--- src/design/dce_pkg.sv ---
// Package of constants and types for the debug command engine.
`default_nettype none
package dce_pkg;
  localparam logic [7:0] OP_WR_CTL = 8'h04;
  localparam logic [7:0] OP_RD_CTL = 8'h05;
  localparam logic [7:0] OP_RD_REG = 8'h09;
  localparam logic [7:0] OP_WR_PROG = 8'h0a;
  localparam logic [7:0] OP_RD_PROG = 8'h0b;
  localparam logic [7:0] OP_WR_DATA = 8'h0c;
  localparam logic [7:0] OP_RD_DATA = 8'h0d;
  localparam logic [7:0] OP_CRC = 8'h0e;
  localparam logic [7:0] OP_STEP = 8'h10;
  localparam logic [7:0] OP_STUFF = 8'h11;
  localparam logic [7:0] OP_EXEC = 8'h12;
  localparam logic [7:0] FILL_BYTE = 8'hff;
  localparam logic [7:0] ACK_BYTE = 8'hff;
  localparam logic [7:0] CTL_RESET = 8'h00;
  localparam int CTL_HALT_BIT = 7;
  localparam int CTL_ALLOW_BIT = 6;
  localparam int CTL_NOTIFY_BIT = 5;
  localparam int CTL_SPIN_BIT = 4;
  localparam int CTL_SRST_BIT = 0;
  localparam logic [7:0] CTL_RSVD_MASK = 8'h0e;
  localparam logic [15:0] CRC_POLY = 16'h1021;
  localparam logic [15:0] CRC_INIT = 16'hffff;
  localparam logic [15:0] CRC_BLOCKED = 16'hffff;
  localparam int PROG_BYTES = 65536;
  localparam logic [16:0] SIZE_ZERO_LONG = 17'h10000;
  localparam logic [16:0] SIZE_ZERO_SHORT = 17'h00100;

  typedef enum logic [3:0] {
    ST_OPCODE = 4'h0,
    ST_ARG = 4'h1,
    ST_XFER = 4'h2,
    ST_CRC = 4'h3,
    ST_CRC_HI = 4'h4,
    ST_CRC_LO = 4'h5,
    ST_CPU = 4'h6,
    ST_CTL_RD = 4'h7
  } dce_state_type;

  typedef enum logic [1:0] {
    SP_REG = 2'h0,
    SP_PROG = 2'h1,
    SP_DATA = 2'h2
  } dce_space_type;
endpackage : dce_pkg
`default_nettype wire

--- src/design/dce_skid_if.sv ---
// Valid/ready carrier between the engine and its reply buffer.
`default_nettype none
interface dce_skid_if;
  logic valid;
  logic ready;
  logic [7:0] data;
  modport src (output valid, output data, input ready);
  modport dst (input valid, input data, output ready);
endinterface : dce_skid_if
`default_nettype wire

--- src/design/dce_skid_buf.sv ---
// Two-entry reply buffer between the engine and the host byte port.
`default_nettype none
module dce_skid_buf #(
  parameter int WIDTH = 8
) (
  // Clock and reset.
  input wire logic clk,
  input wire logic rst,
  // Filling side.
  dce_skid_if.dst in_if,
  // Draining side.
  output logic out_valid,
  output logic [WIDTH-1:0] out_data,
  input wire logic out_ready
);
  logic [WIDTH-1:0] mem_ff [2];
  logic wr_ptr_ff;
  logic rd_ptr_ff;
  logic [1:0] count_ff;
  logic push;
  logic pop;

  assign in_if.ready = (count_ff != 2'h2);
  assign push = in_if.valid && in_if.ready;
  assign pop = out_valid && out_ready;
  assign out_valid = (count_ff != 2'h0);
  assign out_data = mem_ff[rd_ptr_ff];

  always_ff @(posedge clk)
  begin
    if (push)
    begin
      mem_ff[wr_ptr_ff] <= in_if.data[WIDTH-1:0];
    end
  end

  always_ff @(posedge clk)
  begin
    if (rst)
    begin
      wr_ptr_ff <= 1'b0;
      rd_ptr_ff <= 1'b0;
      count_ff <= 2'h0;
    end
    else
    begin
      if (push)
      begin
        wr_ptr_ff <= ~wr_ptr_ff;
      end
      if (pop)
      begin
        rd_ptr_ff <= ~rd_ptr_ff;
      end
      count_ff <= count_ff + {1'b0, push} - {1'b0, pop};
    end
  end
endmodule : dce_skid_buf
`default_nettype wire

--- src/design/dce_engine.sv ---
// Debug command engine: byte command decoder, memory access and CPU control.
`default_nettype none
module dce_engine #(
  parameter int PROG_SIZE = dce_pkg::PROG_BYTES
) (
  // Clock and reset.
  input wire logic clk,
  input wire logic rst,
  // Command bytes from the host link.
  input wire logic cmd_valid,
  input wire logic [7:0] cmd_data,
  output logic cmd_ready,
  // Reply bytes to the host link.
  output logic rsp_valid,
  output logic [7:0] rsp_data,
  input wire logic rsp_ready,
  // Device straps and status.
  input wire logic read_protection_active,
  input wire logic flash_unlocked,
  input wire logic dev_reset_done,
  // Memory access.
  output logic mem_req_ff,
  output logic mem_we_ff,
  output logic [1:0] mem_space_ff,
  output logic [15:0] mem_addr_ff,
  output logic [7:0] mem_wdata_ff,
  input wire logic mem_ack,
  input wire logic [7:0] mem_rdata,
  // CPU control.
  input wire logic break_decoded,
  input wire logic cpu_done,
  output logic cpu_halt_ff,
  output logic cpu_spin_ff,
  output logic cpu_run_ff,
  output logic cpu_stuff_ff,
  output logic cpu_inst_valid_ff,
  output logic [7:0] cpu_inst_ff,
  output logic dev_reset_ff,
  output logic [7:0] debugger_control_ff
);
  dce_skid_if rsp_if ();
  dce_pkg::dce_state_type state_ff;
  logic [7:0] op_ff;
  logic [2:0] arg_cnt_ff;
  logic [16:0] remain_ff;
  logic [15:0] crc_ff;
  logic [7:0] out_byte_ff;
  logic out_valid_ff;
  logic protected_ff;
  logic meta_ff;
  logic flash_meta_ff;
  logic flash_ok_ff;
  logic mem_wait_ff;
  logic debug_mode;
  logic cmd_take;
  logic rsp_take;
  logic ack_pend_ff;

  dce_skid_buf #(.WIDTH(8)) u_buf (
    .clk(clk),
    .rst(rst),
    .in_if(rsp_if),
    .out_valid(rsp_valid),
    .out_data(rsp_data),
    .out_ready(rsp_ready)
  );

  assign rsp_if.valid = out_valid_ff;
  assign rsp_if.data = out_byte_ff;
  assign rsp_take = out_valid_ff && rsp_if.ready;
  assign debug_mode = debugger_control_ff[dce_pkg::CTL_HALT_BIT];
  assign cmd_take = cmd_valid && cmd_ready;
  // Write data is taken only while bytes remain, so a following opcode is not swallowed.
  assign cmd_ready = (state_ff == dce_pkg::ST_OPCODE || state_ff == dce_pkg::ST_ARG ||
                      (state_ff == dce_pkg::ST_XFER && mem_we_ff && !mem_wait_ff &&
                       remain_ff != 17'h00000) ||
                      (state_ff == dce_pkg::ST_CPU && op_ff == dce_pkg::OP_EXEC &&
                       !cpu_done)) &&
                     !out_valid_ff;

  // Number of opcode-dependent argument bytes after the opcode.
  function automatic logic [2:0] arg_bytes(input logic [7:0] op);
    case (op)
      dce_pkg::OP_WR_CTL, dce_pkg::OP_STUFF: arg_bytes = 3'd1;
      dce_pkg::OP_RD_REG: arg_bytes = 3'd3;
      dce_pkg::OP_WR_PROG, dce_pkg::OP_RD_PROG,
      dce_pkg::OP_WR_DATA, dce_pkg::OP_RD_DATA: arg_bytes = 3'd4;
      default: arg_bytes = 3'd0;
    endcase
  endfunction

  // CRC-CCITT update over one byte, MSB first.
  function automatic logic [15:0] crc_step(input logic [15:0] c, input logic [7:0] d);
    logic [15:0] r;
    r = c ^ {d, 8'h00};
    for (int i = 0; i < 8; i++)
    begin
      r = r[15] ? ((r << 1) ^ dce_pkg::CRC_POLY) : (r << 1);
    end
    crc_step = r;
  endfunction

  ////////////////////////////////////////////////////////////////////////////
  // Straps pass two flops; they come from outside the engine's timing.
  always_ff @(posedge clk)
  begin
    meta_ff <= read_protection_active;
    protected_ff <= meta_ff;
    flash_meta_ff <= flash_unlocked;
    flash_ok_ff <= flash_meta_ff;
  end

  ////////////////////////////////////////////////////////////////////////////
  // Command sequencer.
  always_ff @(posedge clk)
  begin
    if (rst)
    begin
      state_ff <= dce_pkg::ST_OPCODE;
      op_ff <= 8'h00;
      arg_cnt_ff <= 3'd0;
      remain_ff <= 17'h00000;
      crc_ff <= dce_pkg::CRC_INIT;
      out_valid_ff <= 1'b0;
      out_byte_ff <= 8'h00;
      mem_req_ff <= 1'b0;
      mem_we_ff <= 1'b0;
      mem_space_ff <= dce_pkg::SP_REG;
      mem_addr_ff <= 16'h0000;
      mem_wdata_ff <= 8'h00;
      mem_wait_ff <= 1'b0;
      cpu_inst_valid_ff <= 1'b0;
      cpu_stuff_ff <= 1'b0;
      cpu_inst_ff <= 8'h00;
    end
    else
    begin
      mem_req_ff <= 1'b0;
      cpu_inst_valid_ff <= 1'b0;
      if (rsp_take)
      begin
        out_valid_ff <= 1'b0;
      end
      case (state_ff)
        dce_pkg::ST_OPCODE:
        begin
          if (cmd_take)
          begin
            op_ff <= cmd_data;
            arg_cnt_ff <= 3'd0;
            cpu_stuff_ff <= (cmd_data == dce_pkg::OP_STUFF);
            if (arg_bytes(cmd_data) != 3'd0)
            begin
              state_ff <= dce_pkg::ST_ARG;
            end
            else if (cmd_data == dce_pkg::OP_RD_CTL)
            begin
              state_ff <= dce_pkg::ST_CTL_RD;
            end
            else if (cmd_data == dce_pkg::OP_CRC)
            begin
              mem_addr_ff <= 16'h0000;
              mem_space_ff <= dce_pkg::SP_PROG;
              mem_we_ff <= 1'b0;
              remain_ff <= 17'(PROG_SIZE);
              crc_ff <= dce_pkg::CRC_INIT;
              state_ff <= debug_mode ? dce_pkg::ST_CRC : dce_pkg::ST_CRC_HI;
              if (!debug_mode)
              begin
                crc_ff <= dce_pkg::CRC_BLOCKED;
              end
            end
            else if ((cmd_data == dce_pkg::OP_STEP || cmd_data == dce_pkg::OP_EXEC) &&
                     debug_mode && !protected_ff)
            begin
              state_ff <= dce_pkg::ST_CPU;
            end
            // Other opcodes fall through with no effect.
          end
        end
        dce_pkg::ST_ARG:
        begin
          if (cmd_take)
          begin
            arg_cnt_ff <= arg_cnt_ff + 3'd1;
            if (op_ff == dce_pkg::OP_RD_REG)
            begin
              case (arg_cnt_ff)
                3'd0: mem_addr_ff[15:8] <= {4'h0, cmd_data[3:0]};
                3'd1: mem_addr_ff[7:0] <= cmd_data;
                default: remain_ff <= (cmd_data == 8'h00) ? dce_pkg::SIZE_ZERO_SHORT :
                                      {9'h000, cmd_data};
              endcase
            end
            else
            begin
              case (arg_cnt_ff)
                3'd0: mem_addr_ff[15:8] <= cmd_data;
                3'd1: mem_addr_ff[7:0] <= cmd_data;
                3'd2: remain_ff[15:8] <= cmd_data;
                default: remain_ff <= ({remain_ff[15:8], cmd_data} == 16'h0000) ?
                                      dce_pkg::SIZE_ZERO_LONG :
                                      {1'b0, remain_ff[15:8], cmd_data};
              endcase
            end
            mem_we_ff <= (op_ff == dce_pkg::OP_WR_PROG || op_ff == dce_pkg::OP_WR_DATA);
            mem_space_ff <= (op_ff == dce_pkg::OP_RD_REG) ? dce_pkg::SP_REG :
                            (op_ff == dce_pkg::OP_WR_DATA || op_ff == dce_pkg::OP_RD_DATA) ?
                            dce_pkg::SP_DATA : dce_pkg::SP_PROG;
            if (arg_cnt_ff + 3'd1 == arg_bytes(op_ff))
            begin
              state_ff <= dce_pkg::ST_XFER;
              if (op_ff == dce_pkg::OP_STUFF)
              begin
                cpu_inst_ff <= cmd_data;
                state_ff <= (debug_mode && !protected_ff) ? dce_pkg::ST_CPU :
                            dce_pkg::ST_OPCODE;
              end
              else if (op_ff == dce_pkg::OP_WR_CTL)
              begin
                state_ff <= dce_pkg::ST_OPCODE;
              end
            end
          end
        end
        dce_pkg::ST_XFER:
        begin
          // A write still in flight must be acknowledged before the next command.
          if (remain_ff == 17'h00000 && !mem_wait_ff)
          begin
            state_ff <= dce_pkg::ST_OPCODE;
          end
          else if (mem_we_ff)
          begin
            if (mem_wait_ff && mem_ack)
            begin
              mem_wait_ff <= 1'b0;
              mem_addr_ff <= mem_addr_ff + 16'h0001;
            end
            else if (cmd_take)
            begin
              remain_ff <= remain_ff - 17'h00001;
              // Blocked writes are consumed from the link and dropped.
              if (debug_mode && !protected_ff &&
                  (mem_space_ff != dce_pkg::SP_PROG || flash_ok_ff))
              begin
                mem_req_ff <= 1'b1;
                mem_wdata_ff <= cmd_data;
                mem_wait_ff <= 1'b1;
              end
              else
              begin
                mem_addr_ff <= mem_addr_ff + 16'h0001;
              end
            end
          end
          else if (!out_valid_ff || rsp_take)
          begin
            if (!debug_mode || (protected_ff && mem_space_ff != dce_pkg::SP_DATA))
            begin
              out_byte_ff <= dce_pkg::FILL_BYTE;
              out_valid_ff <= 1'b1;
              remain_ff <= remain_ff - 17'h00001;
            end
            else if (!mem_wait_ff)
            begin
              mem_req_ff <= 1'b1;
              mem_wait_ff <= 1'b1;
            end
            else if (mem_ack)
            begin
              mem_wait_ff <= 1'b0;
              out_byte_ff <= mem_rdata;
              out_valid_ff <= 1'b1;
              remain_ff <= remain_ff - 17'h00001;
              mem_addr_ff <= mem_addr_ff + 16'h0001;
            end
          end
        end
        dce_pkg::ST_CRC:
        begin
          // One byte per fetch, so the reply lags by at least two cycles per byte plus the memory latency.
          if (remain_ff == 17'h00000)
          begin
            state_ff <= dce_pkg::ST_CRC_HI;
          end
          else if (!mem_wait_ff)
          begin
            mem_req_ff <= 1'b1;
            mem_wait_ff <= 1'b1;
          end
          else if (mem_ack)
          begin
            mem_wait_ff <= 1'b0;
            crc_ff <= crc_step(crc_ff, mem_rdata);
            remain_ff <= remain_ff - 17'h00001;
            mem_addr_ff <= mem_addr_ff + 16'h0001;
          end
        end
        dce_pkg::ST_CRC_HI, dce_pkg::ST_CRC_LO, dce_pkg::ST_CTL_RD:
        begin
          if (!out_valid_ff || rsp_take)
          begin
            out_valid_ff <= 1'b1;
            state_ff <= (state_ff == dce_pkg::ST_CRC_HI) ? dce_pkg::ST_CRC_LO :
                        dce_pkg::ST_OPCODE;
            out_byte_ff <= (state_ff == dce_pkg::ST_CRC_HI) ? crc_ff[15:8] :
                           (state_ff == dce_pkg::ST_CRC_LO) ? crc_ff[7:0] :
                           debugger_control_ff;
          end
        end
        dce_pkg::ST_CPU:
        begin
          // Execute bytes stream to the CPU until it reports completion.
          if (op_ff == dce_pkg::OP_EXEC && cmd_take)
          begin
            cpu_inst_ff <= cmd_data;
            cpu_inst_valid_ff <= 1'b1;
          end
          if (cpu_done)
          begin
            state_ff <= dce_pkg::ST_OPCODE;
          end
        end
        default: state_ff <= dce_pkg::ST_OPCODE;
      endcase
      if (ack_pend_ff && !out_valid_ff && state_ff == dce_pkg::ST_OPCODE)
      begin
        out_byte_ff <= dce_pkg::ACK_BYTE;
        out_valid_ff <= 1'b1;
      end
    end
  end

  ////////////////////////////////////////////////////////////////////////////
  // Control register, halt and reset.
  always_ff @(posedge clk)
  begin
    if (rst)
    begin
      debugger_control_ff <= dce_pkg::CTL_RESET;
      dev_reset_ff <= 1'b0;
      ack_pend_ff <= 1'b0;
    end
    else
    begin
      if (state_ff == dce_pkg::ST_ARG && cmd_take && op_ff == dce_pkg::OP_WR_CTL)
      begin
        // Reserved bits are kept zero whatever the host sends.
        debugger_control_ff <= cmd_data & ~dce_pkg::CTL_RSVD_MASK;
        if (protected_ff && debug_mode)
        begin
          debugger_control_ff[dce_pkg::CTL_HALT_BIT] <= 1'b1;
        end
        dev_reset_ff <= cmd_data[dce_pkg::CTL_SRST_BIT];
      end
      else if (dev_reset_ff && dev_reset_done)
      begin
        dev_reset_ff <= 1'b0;
        debugger_control_ff[dce_pkg::CTL_SRST_BIT] <= 1'b0;
      end
      // Break handling; set wins over any concurrent write.
      if (break_decoded && debugger_control_ff[dce_pkg::CTL_ALLOW_BIT] &&
          !debugger_control_ff[dce_pkg::CTL_SPIN_BIT])
      begin
        debugger_control_ff[dce_pkg::CTL_HALT_BIT] <= 1'b1;
      end
      if (break_decoded && debugger_control_ff[dce_pkg::CTL_ALLOW_BIT] &&
          debugger_control_ff[dce_pkg::CTL_NOTIFY_BIT])
      begin
        ack_pend_ff <= 1'b1;
      end
      else if (ack_pend_ff && !out_valid_ff && state_ff == dce_pkg::ST_OPCODE)
      begin
        ack_pend_ff <= 1'b0;
      end
    end
  end

  always_ff @(posedge clk)
  begin
    if (rst)
    begin
      cpu_halt_ff <= 1'b0;
      cpu_spin_ff <= 1'b0;
      cpu_run_ff <= 1'b0;
    end
    else
    begin
      cpu_halt_ff <= debug_mode;
      cpu_spin_ff <= debugger_control_ff[dce_pkg::CTL_ALLOW_BIT] &&
                     debugger_control_ff[dce_pkg::CTL_SPIN_BIT];
      cpu_run_ff <= (state_ff == dce_pkg::ST_CPU) && !cpu_done;
    end
  end

  ////////////////////////////////////////////////////////////////////////////
  // Checks.
  a_crc_blocked: assert property (@(posedge clk) disable iff (rst)
    (state_ff == dce_pkg::ST_OPCODE && cmd_take && cmd_data == dce_pkg::OP_CRC && !debug_mode)
    |=> crc_ff == dce_pkg::CRC_BLOCKED)
    else $error("crc not forced outside debug mode");
  a_cpu_ignored: assert property (@(posedge clk) disable iff (rst)
    (state_ff == dce_pkg::ST_OPCODE && cmd_take &&
     (cmd_data == dce_pkg::OP_STEP || cmd_data == dce_pkg::OP_EXEC) &&
     (!debug_mode || protected_ff)) |=> state_ff != dce_pkg::ST_CPU)
    else $error("step or execute accepted while blocked");
  a_halt_follow: assert property (@(posedge clk) disable iff (rst)
    ##1 cpu_halt_ff == $past(debug_mode))
    else $error("halt output does not track flag");
  a_no_write_blocked: assert property (@(posedge clk) disable iff (rst)
    mem_req_ff && mem_we_ff |-> $past(debug_mode) && !$past(protected_ff))
    else $error("memory write while blocked");
  a_prog_flash: assert property (@(posedge clk) disable iff (rst)
    mem_req_ff && mem_we_ff && mem_space_ff == dce_pkg::SP_PROG |-> $past(flash_ok_ff))
    else $error("program write while flash locked");
  a_break_halt: assert property (@(posedge clk) disable iff (rst)
    break_decoded && debugger_control_ff[dce_pkg::CTL_ALLOW_BIT] &&
    !debugger_control_ff[dce_pkg::CTL_SPIN_BIT] |=> debug_mode)
    else $error("break did not halt");
  a_rsvd_zero: assert property (@(posedge clk) disable iff (rst)
    (debugger_control_ff & dce_pkg::CTL_RSVD_MASK) == 8'h00)
    else $error("reserved control bits set");
  a_fill_read: assert property (@(posedge clk) disable iff (rst)
    state_ff == dce_pkg::ST_XFER && !mem_we_ff && !debug_mode && remain_ff != 17'h00000 &&
    !out_valid_ff |=> out_valid_ff && out_byte_ff == dce_pkg::FILL_BYTE)
    else $error("blocked read not filled");
endmodule : dce_engine
`default_nettype wire

--- config.mk ---
export PLATFORM = sky130hd
export DESIGN_NAME = dce_engine
export DESIGN_NICKNAME = d
export VERILOG_FILES = /design/src/design/dce_pkg.sv /design/src/design/dce_skid_if.sv /design/src/design/dce_skid_buf.sv /design/src/design/dce_engine.sv
export SDC_FILE = /design/constraint.sdc
export NUM_CORES = 1
export LEC_CHECK = 0
export ABC_AREA = 1
export BUFFER_PORTS_ARGS = -buffer_cell sky130_fd_sc_hd__buf_2
export CAP_MARGIN = 20
export CORE_AREA = 2 2 132 134
export DETAILED_ROUTE_END_ITERATION = 8
export DIE_AREA = 0 0 134 136
export GPL_ROUTABILITY_DRIVEN = 0
export HOLD_SLACK_MARGIN = 0.15
export SETUP_SLACK_MARGIN = 0.4
export SYNTH_ARGS = -nofsm -noshare
export SYNTH_HDL_FRONTEND = slang
export SYNTH_SLANG_ARGS = --single-unit
--- constraint.sdc ---
create_clock -name clk -period 3.21 [get_ports clk]
set_clock_uncertainty 0.1 [all_clocks]
set_input_delay 0 -clock clk [delete_from_list [all_inputs] [get_ports clk]]
set_output_delay 0 -clock clk [all_outputs]
set_load 0.01 [all_outputs]
# After elaboration in Yosys (flattened, before gate mapping)
# Memories as Yosys holds them, arrays and structs flattened. A register that Yosys moved wholly into a read port is not among the register bits.
# Index checks and enable logic that the tools add are counted.
# word_totals
inputBits	26
ff_bits	113
elab_cells	359
out_inout_bits	60
memories	1
ramBits	16
# op_classes
eq_ne	67
addsub	5
reduce_logical	81
muxes	159
bitwise	14
# memory_table
name	depth	word_bits	rd	rd_clocked_by_memory_dff	wr	line	rtl
u_buf.mem_ff	2	8	1	1	1	dce_skid_buf.sv:16	logic [WIDTH-1:0] mem_ff [2];
# op_table
op	n
$mux W16	23
$mux W17	17
$mux W8	18
$mux W13	8
$eq A8 B4 Y1 const B	11
$pmux W17 S4	1
$pmux W16 S4	1
$pmux W8 S2	3
$mux W1	45
$mux W4	11
$eq A8 B5 Y1 const B	5
$reduce_and A13 Y1	3
$mux W3	12
$ne A2 B2 Y1 const B	17
$pmux W16 S2	1
$logic_and A1 B1 Y1	28
$eq A8 B3 Y1 const B	3
$not A3 Y3	8
$pmux W4 S6	1
$ne A3 B3 Y1 const B	6
$pmux W3 S3	2
$logic_not A17 Y1	1
$reduce_bool A17 Y1	1
$sub A17 B1 Y17 const B	1
44 further kinds	99

# Depth between registers and ports, before layout
# Gate-level depths: netlist (run 1).
# logic_depth
word_depth	21
depth_mapped	16
mapped_depth_nobuf	14

# Hierarchy
# From an unflattened synthesis (run 1), not the netlist that was laid out.
# unflattened
cells_unflattened	1181
area_unflattened_um2	7709.9
# by_module_without_submodules
mod	cells_each	instances	area_each_um2
dce_engine	1120	1	6871.6
dce_skid_buf	61	1	838.3

# Worst setup path before layout (run 1)
# OpenSTA, ideal clock, no wires.
# synth_path
path_type	reg-to-reg
from	reg remain_ff[0]
to	reg remain_ff[3]
arrival_ns	1.857
setup_slack_ns	1.125
stages_incl_launch_ff	15
synth_period_minus_slack_ns	2.085
n_path_buf	1
setup_ns	0.128
path_cell_list	dfxtp_1 -> inv_1 -> ha_1 -> nand2_1 -> nor2_2 -> nand3_1 -> nand2_1 -> nand2_2 -> nand3_4 -> nand3_2 -> nand3_2 -> buf_2 -> nand2_1 -> nand2_1 -> nor2_1
# synth_between
elab_chain_len	8
elab_cells_between_ends	25
# synth_rtl
element	line	rtl
start: declaration	dce_engine.sv:45	logic [16:0] remain_ff;
start signal: assignment	dce_engine.sv:165	remain_ff <= 17'(PROG_SIZE);
start signal: assignment	dce_engine.sv:191	default: remain_ff <= (cmd_data == 8'h00) ? dce_pkg::SIZE_ZERO_SHORT :
start signal: assignment	dce_engine.sv:201	default: remain_ff <= ({remain_ff[15:8], cmd_data} == 16'h0000) ?
$sub A17 B1 Y17 or $reduce_bool A17 Y1 (tied branches)	--	
$mux W17 or $logic_and A1 B1 Y1 (tied branches)	dce_engine.sv:270, dce_engine.sv:292, dce_engine.sv:75	
$mux W17 or $logic_or A1 B1 Y1 (tied branches)	dce_engine.sv:287, dce_engine.sv:74	
$mux W17 or $logic_or A1 B1 Y1 (tied branches)	dce_engine.sv:259, dce_engine.sv:76	
$mux W17 or $logic_and A1 B1 Y1 (tied branches)	dce_engine.sv:257, dce_engine.sv:78	
$mux W17 or $logic_and A1 B1 Y1 (tied branches)	dce_engine.sv:233, dce_engine.sv:72	
$mux W17 (tied with other cells)	dce_engine.sv:229	if (remain_ff == 17'h00000 && !mem_wait_ff)
$pmux W17 S4 or $reduce_and A13 Y1 (tied branches)	--	
# Several ways; a longest one is shown, not always the timed one. The select of a mux whose other input is x is not followed.
# A chain may end at the register's enable or synchronous reset.

# Final worst setup path (run 1)
# layout_path
from	reg remain_ff[0]
to	reg state_ff[2]
# layout_between
elab_chain_len	8
elab_cells_between_ends	13
# layout_rtl
element	line	rtl
$reduce_bool A17 Y1	dce_engine.sv:76	remain_ff != 17'h00000) ||
$logic_and A1 B1 Y1	dce_engine.sv:75	(state_ff == dce_pkg::ST_XFER && mem_we_ff && !mem_wait_ff &&
$logic_or A1 B1 Y1	dce_engine.sv:74	assign cmd_ready = (state_ff == dce_pkg::ST_OPCODE || state_ff == dce_pkg::ST_ARG ||
$logic_or A1 B1 Y1	dce_engine.sv:76	
$logic_and A1 B1 Y1	dce_engine.sv:78	!cpu_done)) &&
$logic_and A1 B1 Y1	dce_engine.sv:72	assign cmd_take = cmd_valid && cmd_ready;
$ne A2 B2 Y1 (no source line)	--	
$reduce_and A8 Y1 (no source line) *	--	
end signal: assignment	dce_engine.sv:119	state_ff <= dce_pkg::ST_OPCODE;
end signal: assignment	dce_engine.sv:154	state_ff <= dce_pkg::ST_ARG;
end signal: assignment	dce_engine.sv:158	state_ff <= dce_pkg::ST_CTL_RD;
end: declaration	dce_engine.sv:42	dce_pkg::dce_state_type state_ff;
# Mark *: on every way between the ends. The rest lies on a longest branch, timed or not.

==> impl_metrics.env, run 1 <==
export IMPL_status="complete, no violations"
export IMPL_die_y_um=136
export IMPL_yosysUniqueCellTypes=46
export IMPL_r2r_end="state_ff[2]$_SDFFE_PP0P_"
export IMPL_vias=7662
export IMPL_cts_tree="built"
export IMPL_clkSlewWorstSetupHoldPaths_ns=0.06
export IMPL_grt_overflow_total=0
export IMPL_p_leak_nw=4.04
export IMPL_worst_endpoint_required_ns=3.42
export IMPL_cts_max_level=4
export IMPL_n_fill_cell=1703
export IMPL_irDropWorstVdd_uv=444
export IMPL_antenna_found_initial=0
export IMPL_tns_ns=0
export IMPL_synth_top_area_share_pct=30.4
export IMPL_rsz0062_at_grt="no"
export IMPL_die_area_um2=18200
export IMPL_clock_latency_ns=0.43
export IMPL_grt_max_degree=42
export IMPL_synth_edf_count=16
export IMPL_drive_above_1_share_pct=14.0
export IMPL_drtPass1Iterations=8
export IMPL_start_util_pct=44.2
export IMPL_synthCells=1110
export IMPL_grt_usage_pct=25.4
export IMPL_hold_violations=0
export IMPL_grt_pass1_vias=6917
export IMPL_hold_end="flash_ok_ff$_DFF_P_"
export IMPL_setup_viol=0
export IMPL_post_drt_wl_per_cell_um=15.7
export IMPL_netlist_area_um2=7450
export IMPL_drt_vias_per_instance=5.25
export IMPL_layout_min_cycle_time_ns=2.63
export IMPL_tightest_slew_ns=0.745
export IMPL_syn2layout_area_growth_pct=21.1
export IMPL_timing_rr_start="remain_ff[0]$_SDFFE_PP0P_"
export IMPL_dp_hpwl_um=16400
export IMPL_end_kind="flip-flop"
export IMPL_async_flop_share_pct=0
export IMPL_clk_path_buf_depth=2
export IMPL_p_per_area_nw_per_um2=1030
export IMPL_report_final_slew_viol_count=0
export IMPL_ios=86
export IMPL_ys_warn_count=0
export IMPL_cap_violations=0
export IMPL_worst_slack_ns=0.579
export IMPL_yosys_top_cells_area="dfxtp_1 30%, nand2_1 12%, nor2_1 8.3%"
export IMPL_synth_seq_cells=129
export IMPL_rows=48
export IMPL_hold_class="flip-flop to flip-flop"
export IMPL_slew_headroom_pct=50.1
export IMPL_power_w=0.00925
export IMPL_nets=1255
export IMPL_yosysSeqAreaShare_pct=36.8
export IMPL_r2r_setup_slack_ns=0.58
export IMPL_whs_path_depth=0
export IMPL_tritoncts_num_buffers=17
export IMPL_core_area_um2=16900
export IMPL_root_buffer="clkbuf_16"
export IMPL_worstSetupPathType="flip-flop to flip-flop"
export IMPL_avgSynthCellArea_um2=6.71
export IMPL_grt_pass1_wl_um=36400
export IMPL_synth_area_leader_cell="dfxtp_1"
export IMPL_drc_errors=0
export IMPL_worstSetupStartpointType="flip-flop"
export IMPL_wl_um=22900
export IMPL_n_antenna_cell=0
export IMPL_place_ws_ns=0.554
export IMPL_crit_fanout=7
export IMPL_holdWs_ns=0.250
export IMPL_synth_ff_type="dfxtp_1"
export IMPL_first_iter_violations=657
export IMPL_clock_sinks=129
export IMPL_r2r_cells=11
export IMPL_hold_start="flash_meta_ff$_DFF_P_"
export IMPL_cp_arrival_ns=2.84
export IMPL_numPortBuffers=82
export IMPL_final_antenna_net_count=0
export IMPL_post_route_period_util_pct=82.0
export IMPL_fmax_mhz=380
export IMPL_die_w_um=134
critical path: stages (launching register included):
cell and delay, ns:
dfxtp_1 0.30, inv_1 0.12, ha_1 0.20, nand2_1 0.10, nor2_2 0.32, nand3_1 0.22, o21ai_0 0.44, nand4_1 0.15
nor2_1 0.38, nand2_1 0.09, nand2_1 0.07, nor2_1 0.04
registers in the layout, indices dropped and copies added (netlist names), 2 cells and up, named ones only:
signal and cells:
arg_cnt_ff 3, cpu_inst_ff 8, crc_ff 16, debugger_control_ff 4, mem_addr_ff 16, mem_space_ff 2
mem_wdata_ff 8, op_ff 8, out_byte_ff 8, remain_ff 17, state_ff 3, u_buf.count_ff 2
u_buf.mem_ff 16
layout by cell type (no fill, tap or decap), types with 4 or more instances in the layout:
| cell type | synthesis | final |
|---|---|---|
| nand2_1 | 242 | 241 |
| nor2_1 | 164 | 164 |
| inv_1 | 127 | 126 |
| dfxtp_1 | 113 | 112 |
| o21ai_0 | 94 | 94 |
| buf_2 | 13 | 82 |
| a21oi_1 | 81 | 81 |
| nand3_1 | 66 | 66 |
| nand4_1 | 29 | 29 |
| dlygate4sd3_1 | 0 | 28 |
| buf_4 | 5 | 18 |
| clkbuf_16 | 0 | 17 |
| nor3_1 | 16 | 16 |
| edfxtp_1 | 16 | 16 |
| xnor2_1 | 15 | 15 |
| o211ai_1 | 11 | 11 |
| mux2_2 | 8 | 8 |
| ha_1 | 8 | 8 |
| or2_2 | 7 | 7 |
| o221ai_1 | 7 | 7 |
| xor2_1 | 6 | 6 |
| o2111ai_1 | 6 | 6 |
| nand2_2 | 4 | 5 |
| o21bai_1 | 5 | 5 |
| o21ai_1 | 5 | 5 |
| nor2_2 | 5 | 4 |
| nand3_2 | 4 | 4 |
| a31oi_1 | 4 | 4 |
| a211oi_1 | 4 | 4 |
| o22ai_1 | 4 | 4 |
| inv_6 | 0 | 4 |
| bufinv_16 | 0 | 4 |
Yosys cell counts, types with 7 or more instances:
master and count:
inv_1 127, nand4_1 29, nor2_1 164, ha_1 8
dfxtp_1 113, o21ai_0 94, buf_2 13, nand2_1 242
o221ai_1 7, xnor2_1 15, a21oi_1 81, nor3_1 16
nand3_1 66, edfxtp_1 16, mux2_2 8, or2_2 7
clkbuf_1 16, o211ai_1 11
power breakdown:
group          switching [W]  leakage [nW]  internal, W
logic                0.00303          2.67      0.00155
registers           0.000448          1.07      0.00211
clock network       0.000804         0.301      0.00132
total                0.00428          4.04      0.00497
worst max path at each step:
stage,from,slack (ns),cells after the start,endpoint
after global routing,remain_ff[0]$_SDFFE_PP0P_,0.40,13,remain_ff[0]$_SDFFE_PP0P_
after floorplan,remain_ff[0]$_SDFFE_PP0P_,1.13,14,remain_ff[3]$_SDFFE_PP0P_
final,remain_ff[0]$_SDFFE_PP0P_,0.58,11,state_ff[2]$_SDFFE_PP0P_
after detailed placement,state_ff[2]$_SDFFE_PP0P_,0.55,11,crc_ff[1]$_SDFFE_PP1P_
after global placement,state_ff[2]$_SDFFE_PP0P_,0.56,11,remain_ff[0]$_SDFFE_PP0P_
after CTS,state_ff[2]$_SDFFE_PP0P_,0.54,11,crc_ff[1]$_SDFFE_PP1P_
final cells by class:
| type | count | area (um^2) | area share (%) |
|---|---|---|---|
| Multi-Input combinational cell | 816 | 4060 | 44.9 |
| Sequential cell | 129 | 2740 | 30.4 |
| Timing Repair Buffer | 128 | 826 | 9.15 |
| Inverter | 129 | 485 | 5.38 |
| Clock buffer | 19 | 433 | 4.80 |
| Tap cell | 225 | 282 | 3.12 |
| Clock inverter | 13 | 199 | 2.20 |
metrics by stage:
step / util, % / area (um^2) / std cells
after global routing: 53.5 / 9020 / 1459
after CTS: 53.3 / 9000 / 1457
after floorplan: - / 7460 / 1112
final: 53.5 / 9020 / 1459
after global placement: 47.9 / 8090 / 1397
after detailed placement: 47.9 / 8090 / 1397
per-layer routing:
layer  track usage (%)  vias up  part of all wire, %
li1                  -     3902                    -
met1              34.5     3465                   47
met2              40.5      261                   45
met3              5.56       34                  6.9
met4              7.68        0                  1.7
met5                 0        -                    0
repair_timing:
item,4_1_cts,5_1_grt
resized for setup,0,3
setup endpoints to repair,0,66
hold buffers,28,0
setup buffers,0,2
hold endpoints to repair,107,0
cells by family (layout without fill, tap and decap cells):
group | after synthesis | in the layout | share of synthesized area, %
and+or+nand+nor | 550 | 550 | 32.3
AOI/OAI and AO/OA | 226 | 226 | 16.9
buffers and inverters | 167 | 289 | 9.00
DFF | 129 | 129 | 36.8
xor gates and xnor gates | 21 | 21 | 2.47
adders and majority gates | 8 | 8 | 1.34
muxes | 8 | 8 | 1.21
other | 1 | 3 | 0.0503
No activity file was read; power rests on OpenSTA's default activity.
==> run 2, diff against run 1 <==
==> constraint.sdc (replaced) <==
create_clock -name clk -period 2.5 [get_ports clk]
set_clock_uncertainty 0.1 [all_clocks]
set_input_delay 0 -clock clk [delete_from_list [all_inputs] [get_ports clk]]
set_output_delay 0 -clock clk [all_outputs]
set_load 0.01 [all_outputs]
==> run 2 against run 1 <==
  * Via count rose by 6.0%
  * Fmax is 29% higher
  * Sequential power grew 29%
  * Critical path type unchanged
==> impl_metrics.env, run 2 (synthesized netlist as in run 1, its figures left out) <==
export IMPL_ios=86
export IMPL_clk_path_buf_depth=2
export IMPL_irDropWorstVdd_uv=650
export IMPL_r2r_cells=12
export IMPL_die_area_um2=18200
export IMPL_hold_class="flip-flop to flip-flop"
export IMPL_layout_min_cycle_time_ns=2.04
export IMPL_worstSetupPathType="flip-flop to flip-flop"
export IMPL_n_fill_cell=1576
export IMPL_end_kind="flip-flop"
export IMPL_n_antenna_cell=0
export IMPL_grt_usage_pct=25.9
export IMPL_dp_hpwl_um=16700
export IMPL_layout_common_cells="223 x nand2_1, 129 x nor2_1, 113 x inv_1, 93 x dfxtp_1, 88 x o21ai_0"
export IMPL_clock_sinks=129
export IMPL_report_final_slew_viol_count=0
export IMPL_tightest_slew_ns=0.658
export IMPL_p_leak_nw=4.50
export IMPL_grt_pass1_vias=7132
export IMPL_worstSetupStartpointType="flip-flop"
export IMPL_clkSlewWorstSetupHoldPaths_ns=0.06
export IMPL_cap_violations=0
export IMPL_tritoncts_num_buffers=17
export IMPL_p_per_area_nw_per_um2=1350
export IMPL_die_w_um=134
export IMPL_grt_max_degree=42
export IMPL_cts_max_level=4
export IMPL_drtPass1Iterations=7
export IMPL_drt_vias_per_instance=5.30
export IMPL_final_antenna_net_count=0
export IMPL_whs_path_depth=0
export IMPL_clock_latency_ns=0.43
export IMPL_crit_fanout=12
export IMPL_grt_pass1_wl_um=37300
export IMPL_hold_violations=0
export IMPL_cts_tree="built"
export IMPL_final_area_um2=10100
export IMPL_largest_reg_flops=17
export IMPL_placed_area_um2=8360
export IMPL_top_register="remain_ff"
export IMPL_cp_arrival_ns=2.22
export IMPL_post_route_period_util_pct=81.6
export IMPL_setup_viol=0
export IMPL_antenna_found_initial=0
export IMPL_mostFrequentLayoutCell="nand2_1"
export IMPL_nets=1329
export IMPL_post_drt_wl_per_cell_um=15.9
export IMPL_first_iter_violations=661
export IMPL_numPortBuffers=82
export IMPL_rsz0062_at_grt="yes"
export IMPL_grt_overflow_total=0
export IMPL_core_area_um2=16900
export IMPL_die_y_um=136
export IMPL_fmax_mhz=490
export IMPL_worst_endpoint_required_ns=2.68
export IMPL_syn2layout_area_growth_pct=35.4
export IMPL_wl_um=24400
export IMPL_status="complete, no violations"
export IMPL_drive_above_1_share_pct=26.6
export IMPL_holdWs_ns=0.230
export IMPL_drc_errors=0
export IMPL_start_util_pct=44.2
export IMPL_slew_headroom_pct=56.0
export IMPL_root_buffer="clkbuf_16"
export IMPL_vias=8119
export IMPL_rows=48
run 2: critical path, stage by stage, from the launching register on:
cell	delay [ns]
dfxtp_1	0.30
inv_2	0.09
ha_4	0.14
nand2_2	0.08
nor2_4	0.17
nand3_4	0.11
nand2_2	0.09
nand2_2	0.08
nand3_4	0.10
nand3_2	0.22
buf_4	0.27
nand4_1	0.10
a21oi_1	0.06
run 2: area by class of cell:
class / count / area, um^2 / area share (%)
multi-input cells: 819 / 4490 / 44.5
flip-flops and latches: 129 / 2780 / 27.5
repair buffers: 199 / 1460 / 14.4
inverters: 129 / 500 / 4.96
clock buffers: 18 / 429 / 4.25
well taps: 225 / 282 / 2.79
clock inverters: 14 / 155 / 1.54
run 2: repair_timing:
item / CTS / global route
hold buffers: 27 / 1
cloned: 2 / 2
pin swaps: 9 / 37
hold endpoints to repair: 91 / 4
setup endpoints to repair: 92 / 95
setup buffers: 8 / 30
resized for setup: 44 / 120
run 2: worst paths after layout:
check	end	slack [ns]	startpoint
hold / removal	protected_ff$_DFF_P_	0.23	meta_ff$_DFF_P_
setup / recovery	remain_ff[14]$_SDFFE_PP0P_	0.46	remain_ff[0]$_SDFFE_PP0P_
setup reg to reg	remain_ff[14]$_SDFFE_PP0P_	0.46	remain_ff[0]$_SDFFE_PP0P_
hold reg to reg	protected_ff$_DFF_P_	0.23	meta_ff$_DFF_P_
run 2: layer usage:
| layer | global-route usage [%] | routed length (um) |
|---|---|---|
| met5 | 0 | 0 |
| met3 | 5.41 | 1680 |
| met1 | 35.1 | 10900 |
| met4 | 8.16 | 414 |
| met2 | 41.4 | 11300 |
run 2: metrics by stage:
step	instances	setup TNS (ns)	power, W	setup slack, ns	utilization [%]
global route	1533	0	0.0146	0.352	59.8
finish	1533	0	0.0136	0.459	59.8
CTS	1500	0	0.0124	0.387	56.0
detailed placement	1431	-0.606	0.00932	-0.0525	49.5
global placement	1431	-0.175	0.00928	-0.0249	49.5
floorplan	1112	0	0.00749	0.415	-
run 2: power by group:
part | internal (W) | total, W | switching [W]
Combinational | 0.00317 | 0.00785 | 0.00468
Clock | 0.00148 | 0.00250 | 0.00101
Sequential | 0.00273 | 0.00329 | 0.000557
Total | 0.00738 | 0.0136 | 0.00625
==> run 3, diff against run 2 <==
==> constraint.sdc (replaced) <==
create_clock -name clk -period 2 [get_ports clk]
set_clock_uncertainty 0.1 [all_clocks]
set_input_delay 0 -clock clk [delete_from_list [all_inputs] [get_ports clk]]
set_output_delay 0 -clock clk [all_outputs]
set_load 0.01 [all_outputs]
==> run 3 against run 2 <==
  * The run now ends with hold timing, setup timing left
  * Highest routed layer unchanged
  * Combinational power rose by 69%
  * Wire length rose by 12%
  * Via count rose by 9.5%
  * Sequential share of layout area fell by 4.2 points
  * Sequential cell count did not move
  * Hold slack got worse by 0.28 ns
  * Total power rose by 50%
  * Design area rose by 17%
  * Clock power rose by 21%
  * Fmax fell by 3.1%
  * Largest cell class unchanged
==> impl_metrics.env, run 3 (synthesized netlist as in run 1, its figures left out) <==
export IMPL_placed_area_um2=9350
export IMPL_final_antenna_net_count=0
export IMPL_crit_fanout=8
export IMPL_fin_cells=1665
export IMPL_wl_um=27400
export IMPL_p_per_area_nw_per_um2=1730
export IMPL_top_register="remain_ff"
export IMPL_worstPathBufferInverterCount=4
export IMPL_grt_overflow_total=0
export IMPL_rows=48
export IMPL_worstPathCellList="inv_2 > nand2_4 > nor2_4 > nand2_2 > nor2_2 > nor2_2 > nand2_2 > nand3_4 > buf_6 > buf_6 > nor2_4 > nand2_4 > buf_12 > a21oi_2 > nor2_1"
export IMPL_die_area_um2=18200
export IMPL_whs_path_depth=6
export IMPL_n_fill_cell=1345
export IMPL_grt_max_degree=42
export IMPL_tritoncts_num_buffers=17
export IMPL_clkSlewWorstSetupHoldPaths_ns=0.07
export IMPL_holdWs_ns=-0.0506
export IMPL_drive_above_1_share_pct=41.7
export IMPL_grt_pass1_vias=8258
export IMPL_timing_rr_start="op_ff[3]$_SDFFE_PP0P_"
export IMPL_worstSetupPathType="flip-flop to flip-flop"
export IMPL_clock_sinks=129
export IMPL_syn2layout_area_growth_pct=59.1
export IMPL_mostFrequentLayoutCell="nand2_1"
export IMPL_p_leak_nw=5.38
export IMPL_rsz0062_at_grt="yes"
export IMPL_dp_hpwl_um=17800
export IMPL_violations="hold timing, setup timing"
export IMPL_setup_viol=60
export IMPL_antenna_found_initial=0
export IMPL_worstSetupStartpointType="flip-flop"
export IMPL_first_iter_violations=649
export IMPL_cts_tree="built"
export IMPL_fmax_mhz=475
export IMPL_drt_vias_per_instance=5.34
export IMPL_final_area_um2=11900
export IMPL_start_util_pct=44.2
export IMPL_grt_pass1_wl_um=41500
export IMPL_layout_common_cells="187 x nand2_1, 180 x buf_4, 117 x nor2_1, 103 x inv_1, 95 x dfxtp_1"
export IMPL_critPathSlowestCell="dfxtp_2"
export IMPL_ios=86
export IMPL_r2r_setup_slack_ns=-0.11
export IMPL_status="complete, but fails checks"
export IMPL_n_antenna_cell=0
export IMPL_place_inst=1546
export IMPL_vias=8894
export IMPL_core_area_um2=16900
export IMPL_drtPass1Iterations=5
export IMPL_hold_end="cpu_run_ff$_SDFF_PP0_"
export IMPL_die_w_um=134
export IMPL_tightest_slew_ns=0.621
export IMPL_hold_violations=1
export IMPL_worst_endpoint_required_ns=2.24
export IMPL_root_buffer="clkbuf_16"
export IMPL_die_y_um=136
export IMPL_slowest_delay_ns=0.32
export IMPL_grt_usage_pct=28.8
export IMPL_r2r_cells=15
export IMPL_slew_headroom_pct=58.6
export IMPL_post_route_period_util_pct=105
export IMPL_numPortBuffers=82
export IMPL_hold_class="primary input to flip-flop"
export IMPL_clk_path_buf_depth=2
export IMPL_end_kind="flip-flop"
export IMPL_post_drt_wl_per_cell_um=16.4
export IMPL_clock_latency_ns=0.44
export IMPL_path_delay_family="simple AND/OR/NAND/NOR gates"
export IMPL_largest_reg_flops=17
export IMPL_cts_max_level=4
export IMPL_cap_violations=0
export IMPL_cp_arrival_ns=2.34
export IMPL_report_final_slew_viol_count=0
export IMPL_irDropWorstVdd_uv=1050
export IMPL_layout_min_cycle_time_ns=2.11
export IMPL_worst_slack_ns=-0.106
export IMPL_nets=1461
export IMPL_drc_errors=0
export IMPL_hold_start="cpu_done"
export IMPL_r2r_end="cpu_inst_ff[5]$_SDFFE_PP0P_"
## run 3: cell count changes in the layout (fill, tap and decap cells not counted), moves of 7 or more
cell / before / now
a21oi_1: 77 / 50
o21ai_1: 10 / 19
inv_2: 11 / 20
o21ai_0: 88 / 63
nand2_1: 223 / 187
nand2_4: 4 / 19
nor2_1: 129 / 117
o21ai_2: 1 / 15
nand2_2: 19 / 39
a21oi_2: 4 / 27
nor2_4: 19 / 26
buf_6: 6 / 27
inv_1: 113 / 103
buf_4: 77 / 180
## run 3: final cells by class
| class | count | area, um^2 | share of cell area [%] |
|---|---|---|---|
| Clock buffer | 17 | 425 | 3.59 |
| Clock inverter | 15 | 140 | 1.18 |
| Inverter | 129 | 513 | 4.33 |
| Multi-Input combinational cell | 822 | 5130 | 43.3 |
| Sequential cell | 129 | 2770 | 23.4 |
| Tap cell | 225 | 282 | 2.37 |
| Timing Repair Buffer | 328 | 2600 | 21.9 |
## run 3: worst register-to-register path: cells and delay by family, from the launching register on
| kind | cells | cell delay, ns |
|---|---|---|
| compound gates | 1 | 0.14 |
| buf+inv | 4 | 0.50 |
| flops | 1 | 0.32 |
| simple gates | 10 | 0.95 |
## run 3: report_power, final
part / internal (W) / leakage, nW / switching (W)
sequential: 0.00342 / 1.08 / 0.000738
clock: 0.00164 / 0.274 / 0.00138
combinational: 0.00600 / 4.03 / 0.00729
total: 0.0111 / 5.38 / 0.00941
## run 3: metrics by stage
step,setup WS (ns),utilization [%],hold slack [ns],setup TNS [ns],power [W]
floorplan,-0.0460,-,-0.0723,-0.0920,0.00961
global placement,-0.213,55.4,0.00252,-9.86,0.0132
detailed placement,-0.244,55.4,0.00357,-12.34,0.0133
CTS,-0.0715,64.2,-0.0416,-1.19,0.0181
global route,-0.166,70.3,-0.0124,-9.17,0.0218
finish,-0.106,70.3,-0.0506,-3.09,0.0205
## run 3: metal layers
metal / wire length, um / GRT usage, %
met4: 1150 / 15.2
met2: 13400 / 48.5
met3: 1530 / 3.88
met5: 0 / 0
met1: 11200 / 36.0
## run 3: how the worst max path moves through the flow
stage / cells after the start / to / slack [ns] / start
after floorplan: 16 / mem_addr_ff[9]$_SDFFE_PP0P_ / -0.05 / state_ff[2]$_SDFFE_PP0P_
after global placement: 12 / crc_ff[2]$_SDFFE_PP1P_ / -0.21 / state_ff[2]$_SDFFE_PP0P_
after detailed placement: 12 / crc_ff[0]$_SDFFE_PP1P_ / -0.24 / state_ff[2]$_SDFFE_PP0P_
after CTS: 15 / mem_wdata_ff[7]$_SDFFE_PP0P_ / -0.07 / remain_ff[1]$_SDFFE_PP0P_
after global routing: 14 / op_ff[3]$_SDFFE_PP0P_ / -0.17 / op_ff[3]$_SDFFE_PP0P_
final: 15 / cpu_inst_ff[5]$_SDFFE_PP0P_ / -0.11 / op_ff[3]$_SDFFE_PP0P_
## run 3: repair_timing
item,4_1_cts,5_1_grt
hold endpoints to repair,108,15
cloned,6,5
hold buffers,24,5
setup endpoints to repair,117,119
buffers inserted,27,23
pin swaps,36,89
resized for setup,127,220
